## src/common/cscr_params.svh

```systemverilog
// Constants for the card configuration and address register block
//
// Functional notes
// - Read and write block length codes both read 9, i.e. 512-byte blocks.
// - Partial-block flags read 0; only whole 512-byte blocks may be accessed.
// - Misalignment flags read 0; accesses crossing a block boundary are refused.
// - Driver-stage flag reads 1 when the driver register exists, else 0.
// - Device size is 22 bits; capacity equals (value plus one) times 512K bytes.
// - Upper 6 bits of the device size are held at zero.
// - Single-unit erase flag reads 1; erases of whole 512-byte units are accepted.
// - Sector size reads 7Fh (64 KBytes) and does not govern erase.
// - Protect group size reads 00h and protect group enable reads 0.
// - File format group flag and file format field read 0.
// - Copy flag: 0 original, 1 copied; once set it never clears.
// - Permanent protect bit defaults 0; once set, writes and erases are refused forever.
// - Temporary protect bit is settable and clearable, defaults 0, blocks writes and erases.
// - Writable 16-bit relative address register used for addressed traffic.
// - Relative address resets to 0x0000; selecting 0x0000 returns cards to stand-by.
// - Structure version field reads 1.
// - Transfer speed reads 032h in default timing, 05Ah in high-speed timing.
`ifndef CSCR_PARAMS_SVH
`define CSCR_PARAMS_SVH

// Register byte offsets on the bus
`define CSCR_OFS_CFG3 32'h0000_0000
`define CSCR_OFS_CFG2 32'h0000_0004
`define CSCR_OFS_CFG1 32'h0000_0008
`define CSCR_OFS_CFG0 32'h0000_000C
`define CSCR_OFS_ADDR 32'h0000_0010
`define CSCR_OFS_CTRL 32'h0000_0014
`define CSCR_OFS_STAT 32'h0000_0018

// Fixed field values of the configuration image
`define CSCR_STRUCT_VER 2'h1
`define CSCR_ACCESS_TIME 8'h0E
`define CSCR_ACCESS_CLKS 8'h00
`define CSCR_SPEED_DEFAULT 8'h32
`define CSCR_SPEED_HIGH 8'h5A
`define CSCR_CMD_CLASSES 12'h5B5
`define CSCR_BLOCK_LEN_CODE 4'h9
`define CSCR_SECTOR_SIZE 7'h7F
`define CSCR_GROUP_SIZE 7'h00
`define CSCR_RW_FACTOR 3'h2
`define CSCR_SIZE_UPPER 6'h00

// Field positions within the low word of the image
`define CSCR_BIT_COPY 14
`define CSCR_BIT_PERM 13
`define CSCR_BIT_TEMP 12
`define CSCR_CRC_LSB 1

// Reset values and sizes
`define CSCR_ADDR_RESET 16'h0000
`define CSCR_CAP_UNITS_DEF 16'h0000
`define CSCR_DSR_DEF 1'b0
`define CSCR_BLOCK_MASK 16'h01FF
`define CSCR_LINK_LAST_BIT 7'h7F
`define CSCR_HSIZE_WORD 3'h2

`endif

```

## src/common/cscr_pkg.sv

```systemverilog
// Types shared by the configuration register block
package cscr_pkg;
   typedef logic [127:0] cscr_cfg_type;
   typedef logic [119:0] cscr_body_type;
   typedef enum logic [1:0] {
      ACC_READ = 2'b00,
      ACC_WRITE = 2'b01,
      ACC_ERASE = 2'b10
   } cscr_acc_kind_type;
   typedef enum logic [0:0] {
      LINK_IDLE = 1'b0,
      LINK_SEND = 1'b1
   } cscr_link_state_type;
endpackage

```

## src/hdl/cscr_sync.sv

```systemverilog
// Two-flop synchroniser for pin inputs
`timescale 1ns/1ps
module cscr_sync #(
   parameter int WIDTH = 1
) (
   input wire logic mclk,
   input wire logic rst_n,
   input wire logic [WIDTH-1:0] din,
   output logic [WIDTH-1:0] dout
);
   logic [WIDTH-1:0] meta_q;
   logic [WIDTH-1:0] stable_q;

   // First stage feeds only the second
   always_ff @(posedge mclk or negedge rst_n) begin
      if (!rst_n) begin
         meta_q <= '0;
         stable_q <= '0;
      end else begin
         meta_q <= din;
         stable_q <= meta_q;
      end
   end

   assign dout = stable_q;
endmodule

```

## src/hdl/cscr_crc7.sv

```systemverilog
// Seven-bit checksum over the upper 120 bits of the configuration image
`timescale 1ns/1ps
module cscr_crc7 (
   input cscr_pkg::cscr_body_type body,
   output logic [6:0] crc
);
   import cscr_pkg::*;

   // Polynomial x^7 + x^3 + 1, most significant bit first
   function automatic logic [6:0] crcOf(input cscr_body_type b);
      logic [6:0] c;
      logic fb;
      c = 7'h00;
      for (int i = 119; i >= 0; i--) begin
         fb = c[6] ^ b[i];
         c = {c[5:0], 1'b0};
         if (fb) begin
            c = c ^ 7'h09;
         end
      end
      return c;
   endfunction

   assign crc = crcOf(body);
endmodule

```

## src/hdl/cscr_regs.sv

```systemverilog
// Card configuration image, relative address register, access guard and serial readout
`timescale 1ns/1ps
`include "cscr_params.svh"
module cscr_regs #(
   parameter logic [15:0] CAP_UNITS = `CSCR_CAP_UNITS_DEF,
   parameter logic DRIVER_STAGE = `CSCR_DSR_DEF
) (
   input wire logic mclk,
   input wire logic rst_n,
   input wire logic hsel,
   input wire logic [31:0] haddr,
   input wire logic [1:0] htrans,
   input wire logic hwrite,
   input wire logic [2:0] hsize,
   input wire logic [31:0] hwdata,
   input wire logic hready,
   output logic [31:0] hrdata,
   output logic hreadyout,
   output logic hresp,
   input wire logic selReq,
   input wire logic [15:0] selAddr,
   input wire logic timingReset,
   input wire logic accReq,
   input wire cscr_pkg::cscr_acc_kind_type accKind,
   input wire logic [8:0] accOffset,
   input wire logic [15:0] accLen,
   output logic accGrant,
   output logic accRefuse,
   output logic cardSelected,
   output logic [15:0] relativeCardAddress,
   input wire logic linkClk,
   input wire logic linkSendReq,
   output logic linkDat,
   output logic linkDatOe_n
);
   import cscr_pkg::*;

   // Bus data phase bookkeeping
   logic wrPend_q;
   logic [31:0] wrAddr_q;
   logic [31:0] hrdata_q;

   // Programmable fields
   logic copyFlag_q;
   logic permProtect_q;
   logic tempProtect_q;
   logic [6:0] crcWritten_q;
   logic crcOverride_q;
   logic [15:0] rca_q;
   logic highSpeed_q;

   // Card-side results
   logic selected_q;
   logic accGrant_q;
   logic accRefuse_q;
   logic lastRefused_q;

   // Link side
   logic [1:0] linkSync;
   logic linkClkD_q;
   logic sendReqD_q;
   cscr_link_state_type linkState_q;
   cscr_cfg_type shift_q;
   logic [6:0] bitCnt_q;
   logic linkDat_q;
   logic linkDatOe_n_q;

   logic addrPhase;
   logic [6:0] crcCalc;
   logic [6:0] crcShown;
   cscr_body_type body;
   cscr_cfg_type image;
   logic protectedNow;
   logic linkFall;
   logic sendRise;

   // Whole-block length test shared by reads, writes and erases
   function automatic logic wholeBlocks(input logic [15:0] len);
      return (len != 16'h0000) && ((len & `CSCR_BLOCK_MASK) == 16'h0000);
   endfunction

   // Upper 120 bits of the image; constant fields are fixed here
   function automatic cscr_body_type buildBody(input logic hs, input logic cp,
                                               input logic pp, input logic tp);
      cscr_body_type b;
      b = {
         `CSCR_STRUCT_VER,
         6'h00,
         `CSCR_ACCESS_TIME,
         `CSCR_ACCESS_CLKS,
         hs ? `CSCR_SPEED_HIGH : `CSCR_SPEED_DEFAULT,
         `CSCR_CMD_CLASSES,
         `CSCR_BLOCK_LEN_CODE,
         1'b0,
         1'b0,
         1'b0,
         DRIVER_STAGE,
         6'h00,
         `CSCR_SIZE_UPPER,
         CAP_UNITS,
         1'b0,
         1'b1,
         `CSCR_SECTOR_SIZE,
         `CSCR_GROUP_SIZE,
         1'b0,
         2'b00,
         `CSCR_RW_FACTOR,
         `CSCR_BLOCK_LEN_CODE,
         1'b0,
         5'h00,
         1'b0,
         cp,
         pp,
         tp,
         2'b00,
         2'b00                                              // Reserved pair just above the checksum
      };
      return b;
   endfunction

   // Image assembly and its checksum
   assign body = buildBody(highSpeed_q, copyFlag_q, permProtect_q, tempProtect_q);

   cscr_crc7 crcUnit (
      .body(body),
      .crc(crcCalc)
   );

   // Until software loads a checksum the computed one is shown, matching the contents
   assign crcShown = crcOverride_q ? crcWritten_q : crcCalc;
   assign image = {body, crcShown, 1'b1};
   assign protectedNow = permProtect_q | tempProtect_q;

   // Address phase seen by this slave
   assign addrPhase = hsel & htrans[1] & hready;

   // Capture write address for the following data phase; only whole words are taken
   always_ff @(posedge mclk or negedge rst_n) begin
      if (!rst_n) begin
         wrPend_q <= 1'b0;
         wrAddr_q <= 32'h0000_0000;
      end else if (hready) begin
         wrPend_q <= addrPhase & hwrite & (hsize == `CSCR_HSIZE_WORD);
         wrAddr_q <= haddr;
      end
   end

   // Zero wait states, always OKAY
   always_ff @(posedge mclk or negedge rst_n) begin
      if (!rst_n) begin
         hrdata_q <= 32'h0000_0000;
      end else if (addrPhase & ~hwrite) begin
         if (haddr == `CSCR_OFS_CFG3) begin
            hrdata_q <= image[127:96];
         end else if (haddr == `CSCR_OFS_CFG2) begin
            hrdata_q <= image[95:64];
         end else if (haddr == `CSCR_OFS_CFG1) begin
            hrdata_q <= image[63:32];
         end else if (haddr == `CSCR_OFS_CFG0) begin
            hrdata_q <= image[31:0];
         end else if (haddr == `CSCR_OFS_ADDR) begin
            hrdata_q <= {16'h0000, rca_q};
         end else if (haddr == `CSCR_OFS_CTRL) begin
            hrdata_q <= {31'h0000_0000, highSpeed_q};
         end else if (haddr == `CSCR_OFS_STAT) begin
            hrdata_q <= {27'h000_0000, crcOverride_q, lastRefused_q, protectedNow,
                         linkState_q == LINK_SEND, selected_q};
         end else begin
            hrdata_q <= 32'h0000_0000;
         end
      end
   end

   // Copy and permanent protection only ever set; temporary follows the write
   always_ff @(posedge mclk or negedge rst_n) begin
      if (!rst_n) begin
         copyFlag_q <= 1'b0;
         permProtect_q <= 1'b0;
         tempProtect_q <= 1'b0;
      end else if (wrPend_q && (wrAddr_q == `CSCR_OFS_CFG0)) begin
         copyFlag_q <= copyFlag_q | hwdata[`CSCR_BIT_COPY];
         permProtect_q <= permProtect_q | hwdata[`CSCR_BIT_PERM];
         tempProtect_q <= hwdata[`CSCR_BIT_TEMP];
      end
   end

   // Checksum written by software replaces the computed one from then on
   always_ff @(posedge mclk or negedge rst_n) begin
      if (!rst_n) begin
         crcWritten_q <= 7'h00;
         crcOverride_q <= 1'b0;
      end else if (wrPend_q && (wrAddr_q == `CSCR_OFS_CFG0)) begin
         crcWritten_q <= hwdata[`CSCR_CRC_LSB+6:`CSCR_CRC_LSB];
         crcOverride_q <= 1'b1;
      end
   end

   // Relative address register
   always_ff @(posedge mclk or negedge rst_n) begin
      if (!rst_n) begin
         rca_q <= `CSCR_ADDR_RESET;
      end else if (wrPend_q && (wrAddr_q == `CSCR_OFS_ADDR)) begin
         rca_q <= hwdata[15:0];
      end
   end

   // Timing mode; a return to default timing wins over a software set
   always_ff @(posedge mclk or negedge rst_n) begin
      if (!rst_n) begin
         highSpeed_q <= 1'b0;
      end else if (timingReset) begin
         highSpeed_q <= 1'b0;
      end else if (wrPend_q && (wrAddr_q == `CSCR_OFS_CTRL)) begin
         highSpeed_q <= hwdata[0];
      end
   end

   // Selection: the reserved zero address deselects every card
   always_ff @(posedge mclk or negedge rst_n) begin
      if (!rst_n) begin
         selected_q <= 1'b0;
      end else if (selReq) begin
         if (selAddr == 16'h0000) begin
            selected_q <= 1'b0;
         end else begin
            selected_q <= (selAddr == rca_q);
         end
      end
   end

   // Access guard; one-cycle answer a clock after the request
   always_ff @(posedge mclk or negedge rst_n) begin
      if (!rst_n) begin
         accGrant_q <= 1'b0;
         accRefuse_q <= 1'b0;
         lastRefused_q <= 1'b0;
      end else if (accReq) begin
         if (accOffset != 9'h000) begin
            accGrant_q <= 1'b0;
            accRefuse_q <= 1'b1;
            lastRefused_q <= 1'b1;
         end else if (!wholeBlocks(accLen)) begin
            accGrant_q <= 1'b0;
            accRefuse_q <= 1'b1;
            lastRefused_q <= 1'b1;
         end else if ((accKind != ACC_READ) && protectedNow) begin
            accGrant_q <= 1'b0;
            accRefuse_q <= 1'b1;
            lastRefused_q <= 1'b1;
         end else if ((accKind == ACC_READ) || (accKind == ACC_WRITE) || (accKind == ACC_ERASE)) begin
            accGrant_q <= 1'b1;
            accRefuse_q <= 1'b0;
            lastRefused_q <= 1'b0;
         end else begin
            accGrant_q <= 1'b0;
            accRefuse_q <= 1'b1;
            lastRefused_q <= 1'b1;
         end
      end else begin
         accGrant_q <= 1'b0;
         accRefuse_q <= 1'b0;
      end
   end

   // Link pins cross into the bus clock before any use
   cscr_sync #(
      .WIDTH(2)
   ) linkIn (
      .mclk(mclk),
      .rst_n(rst_n),
      .din({linkSendReq, linkClk}),
      .dout(linkSync)
   );

   // Edge finders on the synchronised link signals
   always_ff @(posedge mclk or negedge rst_n) begin
      if (!rst_n) begin
         linkClkD_q <= 1'b0;
         sendReqD_q <= 1'b0;
      end else begin
         linkClkD_q <= linkSync[0];
         sendReqD_q <= linkSync[1];
      end
   end

   assign linkFall = linkClkD_q & ~linkSync[0];
   assign sendRise = linkSync[1] & ~sendReqD_q;

   // Serial readout of the image, most significant bit first, advanced on link clock falls.
   // Dropping the request ends the frame, so a stopped link clock never hangs the shifter.
   always_ff @(posedge mclk or negedge rst_n) begin
      if (!rst_n) begin
         linkState_q <= LINK_IDLE;
         shift_q <= '0;
         bitCnt_q <= 7'h00;
         linkDat_q <= 1'b1;
         linkDatOe_n_q <= 1'b1;
      end else begin
         case (linkState_q)
            LINK_IDLE: begin
               if (sendRise) begin
                  linkState_q <= LINK_SEND;
                  shift_q <= image;
                  bitCnt_q <= 7'h00;
                  linkDat_q <= image[127];
                  linkDatOe_n_q <= 1'b0;
               end
            end
            LINK_SEND: begin
               if (!linkSync[1]) begin
                  linkState_q <= LINK_IDLE;
                  linkDat_q <= 1'b1;
                  linkDatOe_n_q <= 1'b1;
               end else if (linkFall) begin
                  if (bitCnt_q == `CSCR_LINK_LAST_BIT) begin
                     linkState_q <= LINK_IDLE;
                     linkDat_q <= 1'b1;
                     linkDatOe_n_q <= 1'b1;
                  end else begin
                     shift_q <= {shift_q[126:0], 1'b0};
                     bitCnt_q <= bitCnt_q + 7'h01;
                     linkDat_q <= shift_q[126];
                  end
               end
            end
            default: begin
               linkState_q <= LINK_IDLE;
               linkDatOe_n_q <= 1'b1;
            end
         endcase
      end
   end

   // Outputs, each straight from a flop
   always_ff @(posedge mclk or negedge rst_n) begin
      if (!rst_n) begin
         hreadyout <= 1'b0;
         hresp <= 1'b0;
      end else begin
         hreadyout <= 1'b1;
         hresp <= 1'b0;
      end
   end

   assign hrdata = hrdata_q;
   assign accGrant = accGrant_q;
   assign accRefuse = accRefuse_q;
   assign cardSelected = selected_q;
   assign relativeCardAddress = rca_q;
   assign linkDat = linkDat_q;
   assign linkDatOe_n = linkDatOe_n_q;
endmodule

```

## config.mk

```make
export PLATFORM = sky130hd
export DESIGN_NAME = cscr_regs
export DESIGN_NICKNAME = d
export VERILOG_FILES = /design/src/common/cscr_pkg.sv /design/src/hdl/cscr_sync.sv /design/src/hdl/cscr_crc7.sv /design/src/hdl/cscr_regs.sv
export VERILOG_INCLUDE_DIRS = /design/src /design/src/common
export SDC_FILE = /design/constraint.sdc
export NUM_CORES = 1
export LEC_CHECK = 0
export BUFFER_PORTS_ARGS = -buffer_cell sky130_fd_sc_hd__buf_2
export CAP_MARGIN = 10
export CORE_MARGIN = 5
export CORE_UTILIZATION = 34
export DETAILED_ROUTE_END_ITERATION = 10
export PLACE_DENSITY = 0.64
export SETUP_SLACK_MARGIN = 0.02
export SLEW_MARGIN = 25
export SYNTH_ARGS = -nofsm -noshare
export SYNTH_HDL_FRONTEND = slang
export SYNTH_SLANG_ARGS = --single-unit
```

## constraint.sdc

```tcl
create_clock -name mclk -period 4.6 [get_ports mclk]
set_input_delay 0.92 -clock mclk [delete_from_list [all_inputs] [get_ports mclk]]
set_output_delay 0.92 -clock mclk [all_outputs]
set_load 0.02 [all_outputs]
```

# After elaboration in Yosys (flattened, before gate mapping)
# Index checks and enable logic that the tools add are counted.
[totals]
mem_count = 0
ramBits = 0
romBits = 0
inputBits = 122
latch_bits = 0
register_bits = 241
[classes]
muxes = 142
n_addsub = 1
reduce_logical = 18
n_bitwise = 119
shifts = 0
n_eq_ne = 20
magnitude_cmp = 0
div = 0
mul = 0
[op_table]
columns = ["cell", "count"]
rows = [
  ["two-way mux 127 bit", 4],
  ["two-way mux 4 bit", 96],
  ["one-hot mux 127 bit (2 select lines)", 1],
  ["inverter 2 bit", 95],
  ["== test 32 x 5 -> 1 bit (second input constant)", 5],
  ["== test 32 x 4 -> 1 bit (second input constant)", 3],
  ["two-way mux 31 bit", 2],
  ["two-way mux 28 bit", 2],
  ["two-way mux 7 bit", 6],
  ["== test 32 x 3 -> 1 bit (second input constant)", 1],
  ["zero test 16 bit", 2],
  ["zero test 32 bit", 1],
  ["two-way mux 1 bit", 24],
  ["== test 16 bit", 1],
  ["two-way mux 16 bit", 1],
  ["nonzero test 16 bit", 1],
  ["one-hot mux 7 bit (2 select lines)", 1],
  ["two-way mux 5 bit", 2],
  ["nonzero test 9 bit", 1],
  ["adder 7 x 1 -> 7 bit (second input constant)", 1],
  ["bitwise AND 1 bit", 7],
  ["== test 7 bit (second input constant)", 1],
  ["bitwise XOR 1 bit", 7],
  ["inequality test 3 bit (second input constant)", 2],
  ["other kinds (16)", 33],
]

# Depth between registers and ports, before layout
# Gate-level depths: netlist of run 1.
[logic_depth]
depth_word = 196
ltp_mapped = 8

# Modules after synthesis
# From an unflattened synthesis of run 1, not the netlist that was laid out.
[hier_totals]
cells_unflattened = 1225
hier_area_um2 = 13260.2
[modules_own_cells]
columns = ["module", "n_inst", "cells_per_inst", "area_per_inst_um2"]
rows = [
  ["cscr_regs", 1, 960, 9810.7],
  ["cscr_crc7", 1, 261, 3349.5],
  ["cscr_sync", 1, 4, 100.1],
]

# Least setup slack after synthesis of run 1
# No wires, ideal clock.
[synth_timing]
kind = "input port to flip-flop"
start = "input port haddr[2]"
end = "register hrdata_q[5] (netlist: hrdata[5])"
arrival_ns = 2.264
path_buffers = 3
setup_ns = 0.110
path_slack_ns = 2.226
required_time_ns = 4.490
cell_stages = 8
cell_sequence = "clkbuf_1 or3_1 clkbuf_1 nand2b_1 clkbuf_1 a21oi_1 a21oi_1 o41ai_1"
[synth_between]
elab_chain_cells = 6
word_cells_on_any_way = 10
classes_between = "4 x eq/ne; 5 x mux; 1 x reduce/logical"
[synth_rtl]
columns = ["item", "line_no", "source"]
rows = [
  ["start, declared", "cscr_regs.sv:11", "input wire logic [31:0] haddr,"],
  ["== test 32 x 5 -> 1 bit (no line)", "--", ""],
  ["two-way mux 16 bit", "cscr_regs.sv:161", "end else if (haddr == `CSCR_OFS_ADDR) begin"],
  ["two-way mux 28 bit", "cscr_regs.sv:159", "end else if (haddr == `CSCR_OFS_CFG0) begin"],
  ["two-way mux 28 bit", "cscr_regs.sv:157", "end else if (haddr == `CSCR_OFS_CFG1) begin"],
  ["two-way mux 31 bit", "cscr_regs.sv:155", "end else if (haddr == `CSCR_OFS_CFG2) begin"],
  ["two-way mux 31 bit (*)", "cscr_regs.sv:153", "if (haddr == `CSCR_OFS_CFG3) begin"],
  ["end signal, assigned", "cscr_regs.sv:154", "hrdata_q <= image[127:96];"],
  ["end signal, assigned", "cscr_regs.sv:156", "hrdata_q <= image[95:64];"],
  ["end signal, assigned", "cscr_regs.sv:158", "hrdata_q <= image[63:32];"],
  ["end, declared", "cscr_regs.sv:41", "logic [31:0] hrdata_q;"],
]
# Every way passes the cells marked *; elsewhere a longest branch is shown, timed or not.
# A chain may end at the register's enable or synchronous reset.

# Final worst setup path of run 1
[layout_timing]
start = "register linkState_q"
end = "register shift_q[28]"
[layout_between]
elab_chain_cells = 3
word_cells_on_any_way = 7
classes_between = "4 x eq/ne; 1 x mux; 1 x bitwise; 1 x reduce/logical"
[layout_rtl]
columns = ["item", "line_no", "source"]
rows = [
  ["start, declared", "cscr_regs.sv:62", "cscr_link_state_type linkState_q;"],
  ["start signal, assigned", "cscr_regs.sv:293", "linkState_q <= LINK_IDLE;"],
  ["start signal, assigned", "cscr_regs.sv:302", "linkState_q <= LINK_SEND;"],
  ["start signal, assigned", "cscr_regs.sv:311", "linkState_q <= LINK_IDLE;"],
  ["inverter 1 bit", "--", ""],
  ["inequality test 2 bit (no line)", "--", ""],
  ["AND reduction 4 bit (no line)", "--", ""],
  ["end signal, assigned", "cscr_regs.sv:303", "shift_q <= image;"],
  ["end signal, assigned", "cscr_regs.sv:320", "shift_q <= {shift_q[126:0], 1'b0};"],
  ["end, declared", "cscr_regs.sv:63", "cscr_cfg_type shift_q;"],
]
# Parallel ways exist; a longest one is shown, timed or not.

==> results of run 1 <==
==> registers in the layout, summed over array words and instances, names as in the netlist, 2 cells and up <==
| signal | cells |
|---|---|
| bitCnt_q | 7 |
| crcWritten_q | 7 |
| hrdata | 20 |
| linkIn.dout | 2 |
| linkIn.meta_q | 2 |
| relativeCardAddress | 16 |
| shift_q | 127 |
| wrAddr_q | 32 |
==> power groups by stage <==
stage               sequential (mW)  combinational (mW)  clock (mW)
floorplan                      2.18               0.159           0
global placement               2.19               0.279           0
detailed placement             2.19               0.286           0
CTS                            2.15               0.287        2.05
global route                   2.16               0.322        2.14
finish                         2.15               0.285        1.99
==> cell type report <==
class,instances,area (um2),share of cell area (%)
Sequential cell,229,5730,50.1
Multi-Input combinational cell,462,3490,30.6
Timing Repair Buffer,163,887,7.76
Clock buffer,33,674,5.90
Tap cell,378,473,4.13
Clock inverter,9,150,1.31
Inverter,7,26.3,0.230
==> Yosys cell counts, drive strengths merged (4+ instances only) <==
library cell | n | share of area, %
buf | 18 | 1.4
nand3 | 7 | 0.37
nand2b | 9 | 0.59
o22a | 27 | 2.5
inv | 7 | 0.28
xnor2 | 4 | 0.37
xor2 | 20 | 1.8
nor2 | 30 | 1.2
mux2i | 9 | 0.95
nor2b | 6 | 0.40
or3 | 4 | 0.26
mux2 | 57 | 7.0
and2 | 4 | 0.26
a31oi | 5 | 0.33
a22o | 88 | 8.1
o31ai | 5 | 0.40
and3 | 5 | 0.33
clkbuf | 43 | 1.7
o21ai | 31 | 1.6
nand4 | 8 | 0.59
nor3 | 5 | 0.26
nor4 | 25 | 2.0
nand2 | 44 | 1.7
a21oi | 16 | 0.84
dfrtp | 227 | 60
==> metal layers <==
layer / global-route usage, % / routed length (um)
met2: 22.0 / 10100
met5: 0 / 0
met1: 18.8 / 9660
met3: 3.33 / 1320
met4: 3.68 / 401
==> metrics by stage <==
stage               util (%)  cell area (um2)
finish                  41.3            11400
detailed placement      38.2            10600
floorplan                  -             9520
global route            41.3            11400
CTS                     41.2            11400
global placement        38.2            10600
==> worst paths after layout <==
path	from	end	slack [ns]	cells past startpoint
max reg2reg	linkState_q	shift_q[28]	1.95	4
min in group mclk	linkIn.meta_q[1]	linkIn.dout[1]	0.35	0
max	linkState_q	shift_q[28]	1.95	4
min reg2reg	linkIn.meta_q[1]	linkIn.dout[1]	0.35	0
min	rst_n	shift_q[85]	0.25	1
max in group asynchronous	rst_n	wrAddr_q[15]	3.16	3
==> cells by family (layout without fill, tap and decap cells) <==
group	Yosys count	in the layout	share of synthesized area, %
flip-flops	229	229	60.3
AO/OA/AOI/OAI	202	202	16.4
AND/OR/NAND/NOR	162	162	9.55
buffers and inverters	68	212	3.36
multiplexers	66	66	7.98
XOR/XNOR	24	24	2.21
other	2	7	0.0790
adder cells (fa/ha/maj)	1	1	0.132
==> summary.log, run 1 <==
qor: yosys.synth-async-reset-ratio 100%
qor: route.drt_first_iter_violations 428
qor: timing.fmaxAchievable 377 MHz
qor: critical_path.setup.worst_path.class reg2reg
qor: yosys.synthFlopType sky130_fd_sc_hd__dfrtp_1
qor: floorplan.placement_row_count 61
qor: outcome.outcome finished clean
qor: floorplan.core_region_area 0.0277 mm2
qor: critical_path.cp_data_required_time 5.06 ns
qor: floorplan.die_w 177 um
qor: yosys.seq_area_frac_synth 60.3%
qor: pwr.pwr-share-comb 6.4%
qor: route.drt-vias-per-instance 5.11
qor: timing.timing.final.setup_violations 0
qor: timing.final.min_clock_period 2.65 ns
qor: placement.preCtsSetupSlack 1.57 ns
qor: grt.grt.overflow.total 0
qor: clock_tree.clk_latency 0.53 ns
qor: grt.track_usage 13.7%
qor: yosys.number_of_unique_standard_cell_types_used_by_synthesis 64
qor: grt.pin_count_of_the_biggest_net_entering_global_routing 131
qor: clock_tree.clock_sink_count 229
qor: clock_tree.cts_inserted_buffers 24
qor: pwr.power.share.switching 22.8%
qor: floorplan.starting_density 34.3%
qor: placement.place_congestion 0.831
qor: clock_tree.ctsRootBufferMaster sky130_fd_sc_hd__clkbuf_16
qor: pwr.net-switching-power 1.01 mW
qor: yosys.yosysWarningCount 0
qor: critical_path.cp.buffers_inverters 1
qor: critical_path.max_stage_delay 0.90 ns
qor: pwr.power.clock.fraction 45.0%
qor: floorplan.die_area 0.0314 mm2
qor: final_layout.final_common_cell sky130_fd_sc_hd__dfrtp_1
qor: critical_path.critical_path.top_delay_family simple AND/OR/NAND/NOR gates
qor: route.postRouteAntennaNets 0
qor: yosys.average_cell_area_after_synthesis 12.6 um2
qor: yosys.number_of_synthesized_flops_with_an_enable_pin 0
qor: floorplan.die_y 177 um
qor: pwr.peakVddDrop 0.222 mV
qor: route.drt_drc_violations_left 0
qor: timing.postLayoutSetupSlackWorst 1.95 ns
qor: clock_tree.cts-root-to-sink-buffers 3
qor: route.drt_pre_antenna_iters 6
qor: critical_path.worstSetupStartpointType flop
qor: grt.antenna_found_initial 0
qor: grt.wire_length_of_the_first_global_routing_pass 36.0 mm
qor: critical_path.timing.critical_path.arrival 3.11 ns
qor: timing.finClkSkew 0.0231 ns
qor: pwr.p_leak 5.30 nW
qor: final_layout.areaGrowthSynthToFinish 20.4%
qor: timing.finalSetupTns 0 ns
qor: grt.via_count_of_the_first_global_routing_pass 6826
qor: timing.unrepaired_setup_endpoints_after_global_routing no
qor: worst_hold_path.hold_class in2async
qor: placement.dp_hpwl 14.5 mm
qor: timing.finalMaxSlewViolations 0
qor: timing.period_share 57.6%
qor: timing.worst_slew_margin_rel 34.3%
qor: route.wirelength 21.4 mm
qor: pwr.intPower 3.42 mW
qor: placement.placed_cells 1238
qor: clock_tree.clk_transition_reported_paths 0.06 ns
qor: pwr.total_power 4.43 mW
qor: critical_path.crit_path_cell_trace nand3_1 -> nor2_4 -> buf_12 -> a22o_1
qor: pwr.share_seq_of_total_power 48.6%
qor: final_layout.final_cells 1281
qor: run.timing.max_cap.violations 0
qor: critical_path.worstSetupEndpointType flop
qor: route.post_drt_wl_per_cell 16.7 um
qor: floorplan.pin_count 177
qor: clock_tree.tritoncts yes
qor: yosys.total_of_flip_flops_plus_latches_after_synthesis 229
qor: timing.worst_hold_slack 0.247 ns
qor: timing.final_hold_viol_count 0
qor: critical_path.timing.critical_path.slowest_stage_cell sky130_fd_sc_hd__dfrtp_1
qor: clock_tree.cts_setup_buffers 0
qor: clock_tree.htree_levels 1
qor: pwr.pwr_density_cell 387 mW/mm2
qor: final_layout.layout_common_cells 227 x sky130_fd_sc_hd__dfrtp_1, 152 x sky130_fd_sc_hd__buf_2, 88 x sky130_fd_sc_hd__a22o_1
qor: clock_tree.cts_resized 0
qor: final_layout.n_fill_cell 2625
qor: final_layout.post_route_cells_drive_above_1_share 30.6%
qor: placement.buffer_ports.inserted 153
qor: yosys.postSynthCellCount 754
qor: route.dr_vias 6540
qor: critical_path.worst-path-max-fanout 49
qor: clock_tree.holdBufCountCts 0
qor: final_layout.antenna-diode-count 0
qor: timing.tightest_slew 0.983 ns
qor: final_layout.layout.nets 1010
qor: yosys.syn-cell-area 0.00950 mm2
No activity file was read; power rests on OpenSTA's default activity.
==> run 2: changes to the inputs <==
Clock period 4.6 ns to 2.5 ns, I/O delays scaled along.
==> summary.log, run 2 (synthesis gave the netlist of run 1 again) <==
qor: outcome.outcome finished clean
qor: critical_path.worst-path-max-fanout 11
qor: critical_path.worstSetupEndpointType flop
qor: pwr.intPower 6.44 mW
qor: final_layout.final_common_cell sky130_fd_sc_hd__dfrtp_1
qor: timing.finalMaxSlewViolations 0
qor: clock_tree.cts-root-to-sink-buffers 3
qor: route.drt_pre_antenna_iters 4
qor: timing.unrepaired_setup_endpoints_after_global_routing no
qor: placement.place_congestion 0.834
qor: floorplan.die_area 0.0314 mm2
qor: pwr.pwr-share-comb 6.5%
qor: grt.grt.overflow.total 0
qor: final_layout.areaGrowthSynthToFinish 22.2%
qor: grt.track_usage 13.7%
qor: route.drt_first_iter_violations 388
qor: timing.timing.final.setup_violations 0
qor: floorplan.die_y 177 um
qor: route.postRouteAntennaNets 0
qor: timing.finClkSkew 0.0174 ns
qor: route.dr_vias 6460
qor: final_layout.n_fill_cell 2603
qor: floorplan.starting_density 34.3%
qor: timing.final_hold_viol_count 0
qor: placement.buffer_ports.inserted 153
qor: clock_tree.clk_latency 0.54 ns
qor: clock_tree.clock_sink_count 229
qor: pwr.power.share.switching 22.7%
qor: placement.detailed_place.area 0.0107 mm2
qor: floorplan.placement_row_count 61
qor: clock_tree.tritoncts yes
qor: pwr.power.clock.fraction 46.0%
qor: clock_tree.htree_levels 1
qor: grt.pin_count_of_the_biggest_net_entering_global_routing 92
qor: placement.dp_hpwl 14.8 mm
qor: critical_path.worst_r2r_path_depth 6
qor: final_layout.design_area 0.0116 mm2
qor: floorplan.pin_count 177
qor: final_layout.layout_common_cells 227 x sky130_fd_sc_hd__dfrtp_1, 152 x sky130_fd_sc_hd__buf_2, 88 x sky130_fd_sc_hd__a22o_1
qor: pwr.share_seq_of_total_power 47.5%
qor: final_layout.largest_reg_flops 127
qor: route.post_drt_wl_per_cell 16.6 um
qor: route.wirelength 21.5 mm
qor: route.drt_drc_violations_left 0
qor: timing.worst_slew_margin_rel 47.6%
qor: floorplan.core_region_area 0.0277 mm2
qor: final_layout.post_route_cells_drive_above_1_share 31.5%
qor: timing.tightest_slew 0.787 ns
qor: timing.fmaxAchievable 432 MHz
qor: clock_tree.clk_transition_reported_paths 0.06 ns
qor: pwr.pwr_density_cell 717 mW/mm2
qor: worst_hold_path.whs_path_depth 1
qor: grt.via_count_of_the_first_global_routing_pass 6687
qor: pwr.peakVddDrop 0.451 mV
qor: timing.finalSetupTns 0 ns
qor: grt.antenna_found_initial 0
qor: final_layout.antenna-diode-count 0
qor: critical_path.timing.critical_path.arrival 2.74 ns
qor: timing.period_share 92.6%
qor: pwr.p_leak 5.40 nW
qor: clock_tree.ctsRootBufferMaster sky130_fd_sc_hd__clkbuf_16
qor: floorplan.die_w 177 um
qor: final_layout.layout.nets 1022
qor: worst_hold_path.hold_class in2reg
qor: route.drt-vias-per-instance 4.98
qor: grt.wire_length_of_the_first_global_routing_pass 35.6 mm
qor: final_layout.register_with_the_most_flip_flops shift_q
qor: run.timing.max_cap.violations 0
qor: timing.final.min_clock_period 2.32 ns
qor: pwr.net-switching-power 1.89 mW
qor: critical_path.cp_data_required_time 2.92 ns
qor: critical_path.setup.worst_path.class reg2reg
qor: critical_path.worstSetupStartpointType flop
qor: clock_tree.cts_inserted_buffers 26
qor: clock_tree.cts_resized 0
run 2: layout make-up:
class	instances	area, um2	share of cell area (%)
Tap cell	378	473	4.07
Clock buffer	39	769	6.63
Timing Repair Buffer	173	1000	8.64
Multi-Input combinational cell	462	3490	30.0
Inverter	7	26.3	0.226
Clock inverter	8	119	1.02
Sequential cell	229	5730	49.4
run 2: repair_timing:
item                                   CTS  global route
hold buffers                             1             0
buffers inserted                         0             0
endpoints found under the hold margin   73             0
run 2: power groups by stage:
stage	clock network (mW)	registers [mW]	logic [mW]
floorplan	0	4.00	0.293
global placement	0	4.02	0.542
detailed placement	0	4.02	0.552
CTS	3.94	3.96	0.556
global route	4.11	3.97	0.611
finish	3.83	3.96	0.544
run 2: worst max-delay path, cell delays in order, from the launching register on:
cell                      delay [ns]
sky130_fd_sc_hd__dfrtp_1        0.39
sky130_fd_sc_hd__nor4_2         0.32
sky130_fd_sc_hd__nand4_2        0.19
sky130_fd_sc_hd__or4_4          0.56
sky130_fd_sc_hd__nor3b_2        0.24
sky130_fd_sc_hd__buf_12         0.18
sky130_fd_sc_hd__mux2_2         0.33
run 2: path summary, 6_finish.rpt:
path / startpoint / end / slack (ns)
max: wrAddr_q[1] / crcWritten_q[6] / 0.18
min: linkClk / linkIn.meta_q[0] / 0.07
max reg2reg: wrAddr_q[1] / crcWritten_q[6] / 0.18
min reg2reg: linkIn.meta_q[1] / linkIn.dout[1] / 0.35
max in group asynchronous: rst_n / shift_q[63] / 1.17
min in group asynchronous: rst_n / shift_q[87] / 0.56
run 2: per-stage QoR:
stage          worst slack [ns]  hold WS, ns  power (mW)  util, %  instances
2_1_floorplan             0.336        0.204        4.30        -        759
3_3_place_gp              0.168        0.335        4.56     38.7       1248
3_5_place_dp              0.147        0.335        4.57     38.7       1248
4_1_cts                   0.160       0.0381        8.45     41.9       1296
5_1_grt                  0.0484       0.0378        8.69     41.9       1296
6_report                  0.184       0.0660        8.33     41.9       1296
run 2: layer usage:
metal / routed length (um) / global-route usage, %
met1: 9650 / 18.7
met2: 10100 / 21.9
met3: 1290 / 3.16
met4: 498 / 3.97
met5: 0 / 0
==> run 3: changes to the inputs <==
Settings changed: ABC_AREA from default to 1.
==> summary.log, run 3 <==
qor: clock_tree.clock_sink_count 229
qor: timing.final_hold_viol_count 0
qor: route.wirelength 23.9 mm
qor: placement.placed_cells 1728
qor: outcome.outcome finished clean
qor: timing.finalMaxSlewViolations 0
qor: yosys.seq_area_frac_synth 56.4%
qor: floorplan.die_area 0.0335 mm2
qor: grt.grt.overflow.total 0
qor: critical_path.cp_data_required_time 2.94 ns
qor: final_layout.layout.nets 1490
qor: yosys.number_of_unique_standard_cell_types_used_by_synthesis 43
qor: pwr.pwr_density_cell 741 mW/mm2
qor: yosys.total_of_flip_flops_plus_latches_after_synthesis 229
qor: floorplan.die_w 183 um
qor: critical_path.timing.critical_path.arrival 2.51 ns
qor: yosys.synth-async-reset-ratio 100%
qor: clock_tree.ctsRootBufferMaster sky130_fd_sc_hd__clkbuf_16
qor: yosys.average_cell_area_after_synthesis 8.38 um2
qor: placement.dp_hpwl 17.2 mm
qor: floorplan.core_region_area 0.0296 mm2
qor: final_layout.layout_common_cells 286 x sky130_fd_sc_hd__nand2_1, 227 x sky130_fd_sc_hd__dfrtp_1, 165 x sky130_fd_sc_hd__inv_1
qor: timing.fmaxAchievable 485 MHz
qor: final_layout.layout.area.seq 0.00573 mm2
qor: critical_path.cp-startpoint bitCnt_q[1]
qor: grt.pin_count_of_the_biggest_net_entering_global_routing 66
qor: clock_tree.cts_resized 0
qor: route.post_drt_wl_per_cell 13.5 um
qor: run.timing.max_cap.violations 0
qor: clock_tree.clk_latency 0.52 ns
qor: grt.antenna_found_initial 0
qor: yosys.number_of_synthesized_flops_with_an_enable_pin 0
qor: timing.finalSetupTns 0 ns
qor: clock_tree.clk_transition_reported_paths 0.06 ns
qor: floorplan.die_y 183 um
qor: final_layout.register_with_the_most_flip_flops shift_q
qor: route.postRouteAntennaNets 0
qor: clock_tree.cts_inserted_buffers 26
qor: yosys.postSynthCellCount 1214
qor: floorplan.pin_count 177
qor: critical_path.setup.worst_path.class reg2reg
qor: clock_tree.htree_levels 1
qor: worst_hold_path.holdCritStartpoint linkClk
qor: timing.finClkSkew 0.0230 ns
qor: yosys.synth.area.top_cells sky130_fd_sc_hd__dfrtp_1 56%, sky130_fd_sc_hd__nand2_1 11%, sky130_fd_sc_hd__inv_1 6.1%
qor: route.drt_drc_violations_left 0
qor: yosys.yosysWarningCount 0
qor: timing.timing.final.setup_violations 0
qor: yosys.yosys.area.top_type sky130_fd_sc_hd__dfrtp_1
qor: yosys.most_used_standard_cells_in_the_synthesized_netlist 286 x sky130_fd_sc_hd__nand2_1, 227 x sky130_fd_sc_hd__dfrtp_1, 165 x sky130_fd_sc_hd__inv_1
qor: yosys.most_instantiated_library_cell_after_synthesis sky130_fd_sc_hd__nand2_1
qor: clock_tree.tritoncts yes
qor: timing.worst_slew_margin_rel 64.4%
qor: grt.track_usage 14.2%
qor: critical_path.worstSetupEndpointType flop
qor: route.drt_first_iter_violations 599
qor: route.drt_pre_antenna_iters 5
qor: final_layout.multi_input_area 0.00348 mm2
qor: final_layout.areaGrowthSynthToFinish 20.6%
qor: placement.buffer_ports.inserted 153
qor: pwr.pwr-share-comb 13.5%
qor: pwr.share_seq_of_total_power 46.9%
qor: yosys.synthFlopType sky130_fd_sc_hd__dfrtp_1
qor: final_layout.n_fill_cell 2976
qor: pwr.net-switching-power 2.40 mW
qor: worst_hold_path.hold_class in2reg
qor: clock_tree.cts_setup_buffers 0
qor: critical_path.worstSetupStartpointType flop
qor: critical_path.worst-path-max-fanout 17
qor: timing.tightest_slew 0.534 ns
qor: pwr.power.clock.fraction 39.6%
qor: timing.final.min_clock_period 2.06 ns
qor: floorplan.placement_row_count 63
qor: route.drt-vias-per-instance 4.66
qor: final_layout.final_cells 1773
qor: yosys.synth_top_cell_area_share 55.9%
qor: pwr.power.share.switching 26.5%
qor: final_layout.largest_reg_flops 127
qor: final_layout.antenna-diode-count 0
qor: pwr.p_leak 6.21 nW
qor: final_layout.final_common_cell sky130_fd_sc_hd__nand2_1
qor: final_layout.post_route_cells_drive_above_1_share 17.1%
qor: critical_path.r2r_start bitCnt_q[1]
qor: placement.place_congestion 0.895
qor: floorplan.starting_density 34.4%
qor: yosys.syn-cell-area 0.0102 mm2
qor: grt.via_count_of_the_first_global_routing_pass 8215
qor: timing.worst_hold_slack 0.0815 ns
qor: pwr.intPower 6.68 mW
qor: timing.period_share 82.5%
qor: route.dr_vias 8264
qor: clock_tree.cts-root-to-sink-buffers 3
qor: pwr.peakVddDrop 0.533 mV
qor: timing.unrepaired_setup_endpoints_after_global_routing no
qor: clock_tree.holdBufCountCts 1
qor: grt.wire_length_of_the_first_global_routing_pass 40.5 mm
## run 3: logic make-up (layout without fill, tap and decap cells)
logic type	after synthesis	after routing	share of synthesized area (%)
buffers and inverters	230	394	9.62
and+or+nand+nor	520	520	21.8
other	2	7	0.0739
DFF	229	229	56.4
xor gates and xnor gates	8	8	0.689
AOI/OAI and AO/OA	224	224	11.3
adders and majority gates	1	1	0.123
## run 3: through the flow
step | instance area (um2) | total power [mW] | utilization [%] | worst slack [ns]
floorplan | 10200 | 5.10 | - | 0.863
global placement | 11400 | 5.52 | 38.7 | 0.409
detailed placement | 11400 | 5.56 | 38.7 | 0.392
CTS | 12300 | 9.20 | 41.5 | 0.407
global route | 12300 | 9.58 | 41.5 | 0.269
finish | 12300 | 9.08 | 41.5 | 0.438
## run 3: critical path, stage by stage, from the launching register on
cell	delay [ns]
sky130_fd_sc_hd__dfrtp_1	0.40
sky130_fd_sc_hd__ha_1	0.22
sky130_fd_sc_hd__nand2_1	0.11
sky130_fd_sc_hd__nor2_4	0.05
sky130_fd_sc_hd__nand4_2	0.10
sky130_fd_sc_hd__or2_4	0.15
sky130_fd_sc_hd__nand2_1	0.08
sky130_fd_sc_hd__nor2_4	0.42
sky130_fd_sc_hd__buf_4	0.26
sky130_fd_sc_hd__nand3_1	0.08
sky130_fd_sc_hd__o21ai_1	0.11
## run 3: final cells by class
| type | instances | area share [%] |
|---|---|---|
| Inverter | 168 | 5.14 |
| Clock inverter | 4 | 0.316 |
| Sequential cell | 229 | 46.8 |
| Timing Repair Buffer | 182 | 9.04 |
| Multi-Input combinational cell | 760 | 28.4 |
| Clock buffer | 40 | 6.39 |
| Tap cell | 390 | 3.98 |
## run 3: power by group through the flow
stage,sequential [mW],combinational (mW),clock [mW]
final,4.26,1.22,3.59
after global routing,4.31,1.41,3.87
after CTS,4.26,1.24,3.70
after detailed placement,4.32,1.24,0
after global placement,4.31,1.21,0
after floorplan,4.31,0.793,0
## run 3: routing by layer
layer / wire length [um] / global-route usage, %
met1: 11500 / 20.6
met2: 10900 / 22.8
met3: 1080 / 1.98
met4: 468 / 3.28
met5: 0 / 0
## run 3: final timing paths
kind	end	slack, ns	cells past startpoint
worst max-delay path	shift_q[50]	0.44	10
worst min-delay path	linkIn.meta_q[0]	0.08	1
worst max register to register	shift_q[50]	0.44	10
worst min register to register	linkIn.dout[0]	0.35	0
max in group asynchronous	shift_q[40]	1.21	3
min in group asynchronous	tempProtect_q	0.49	2
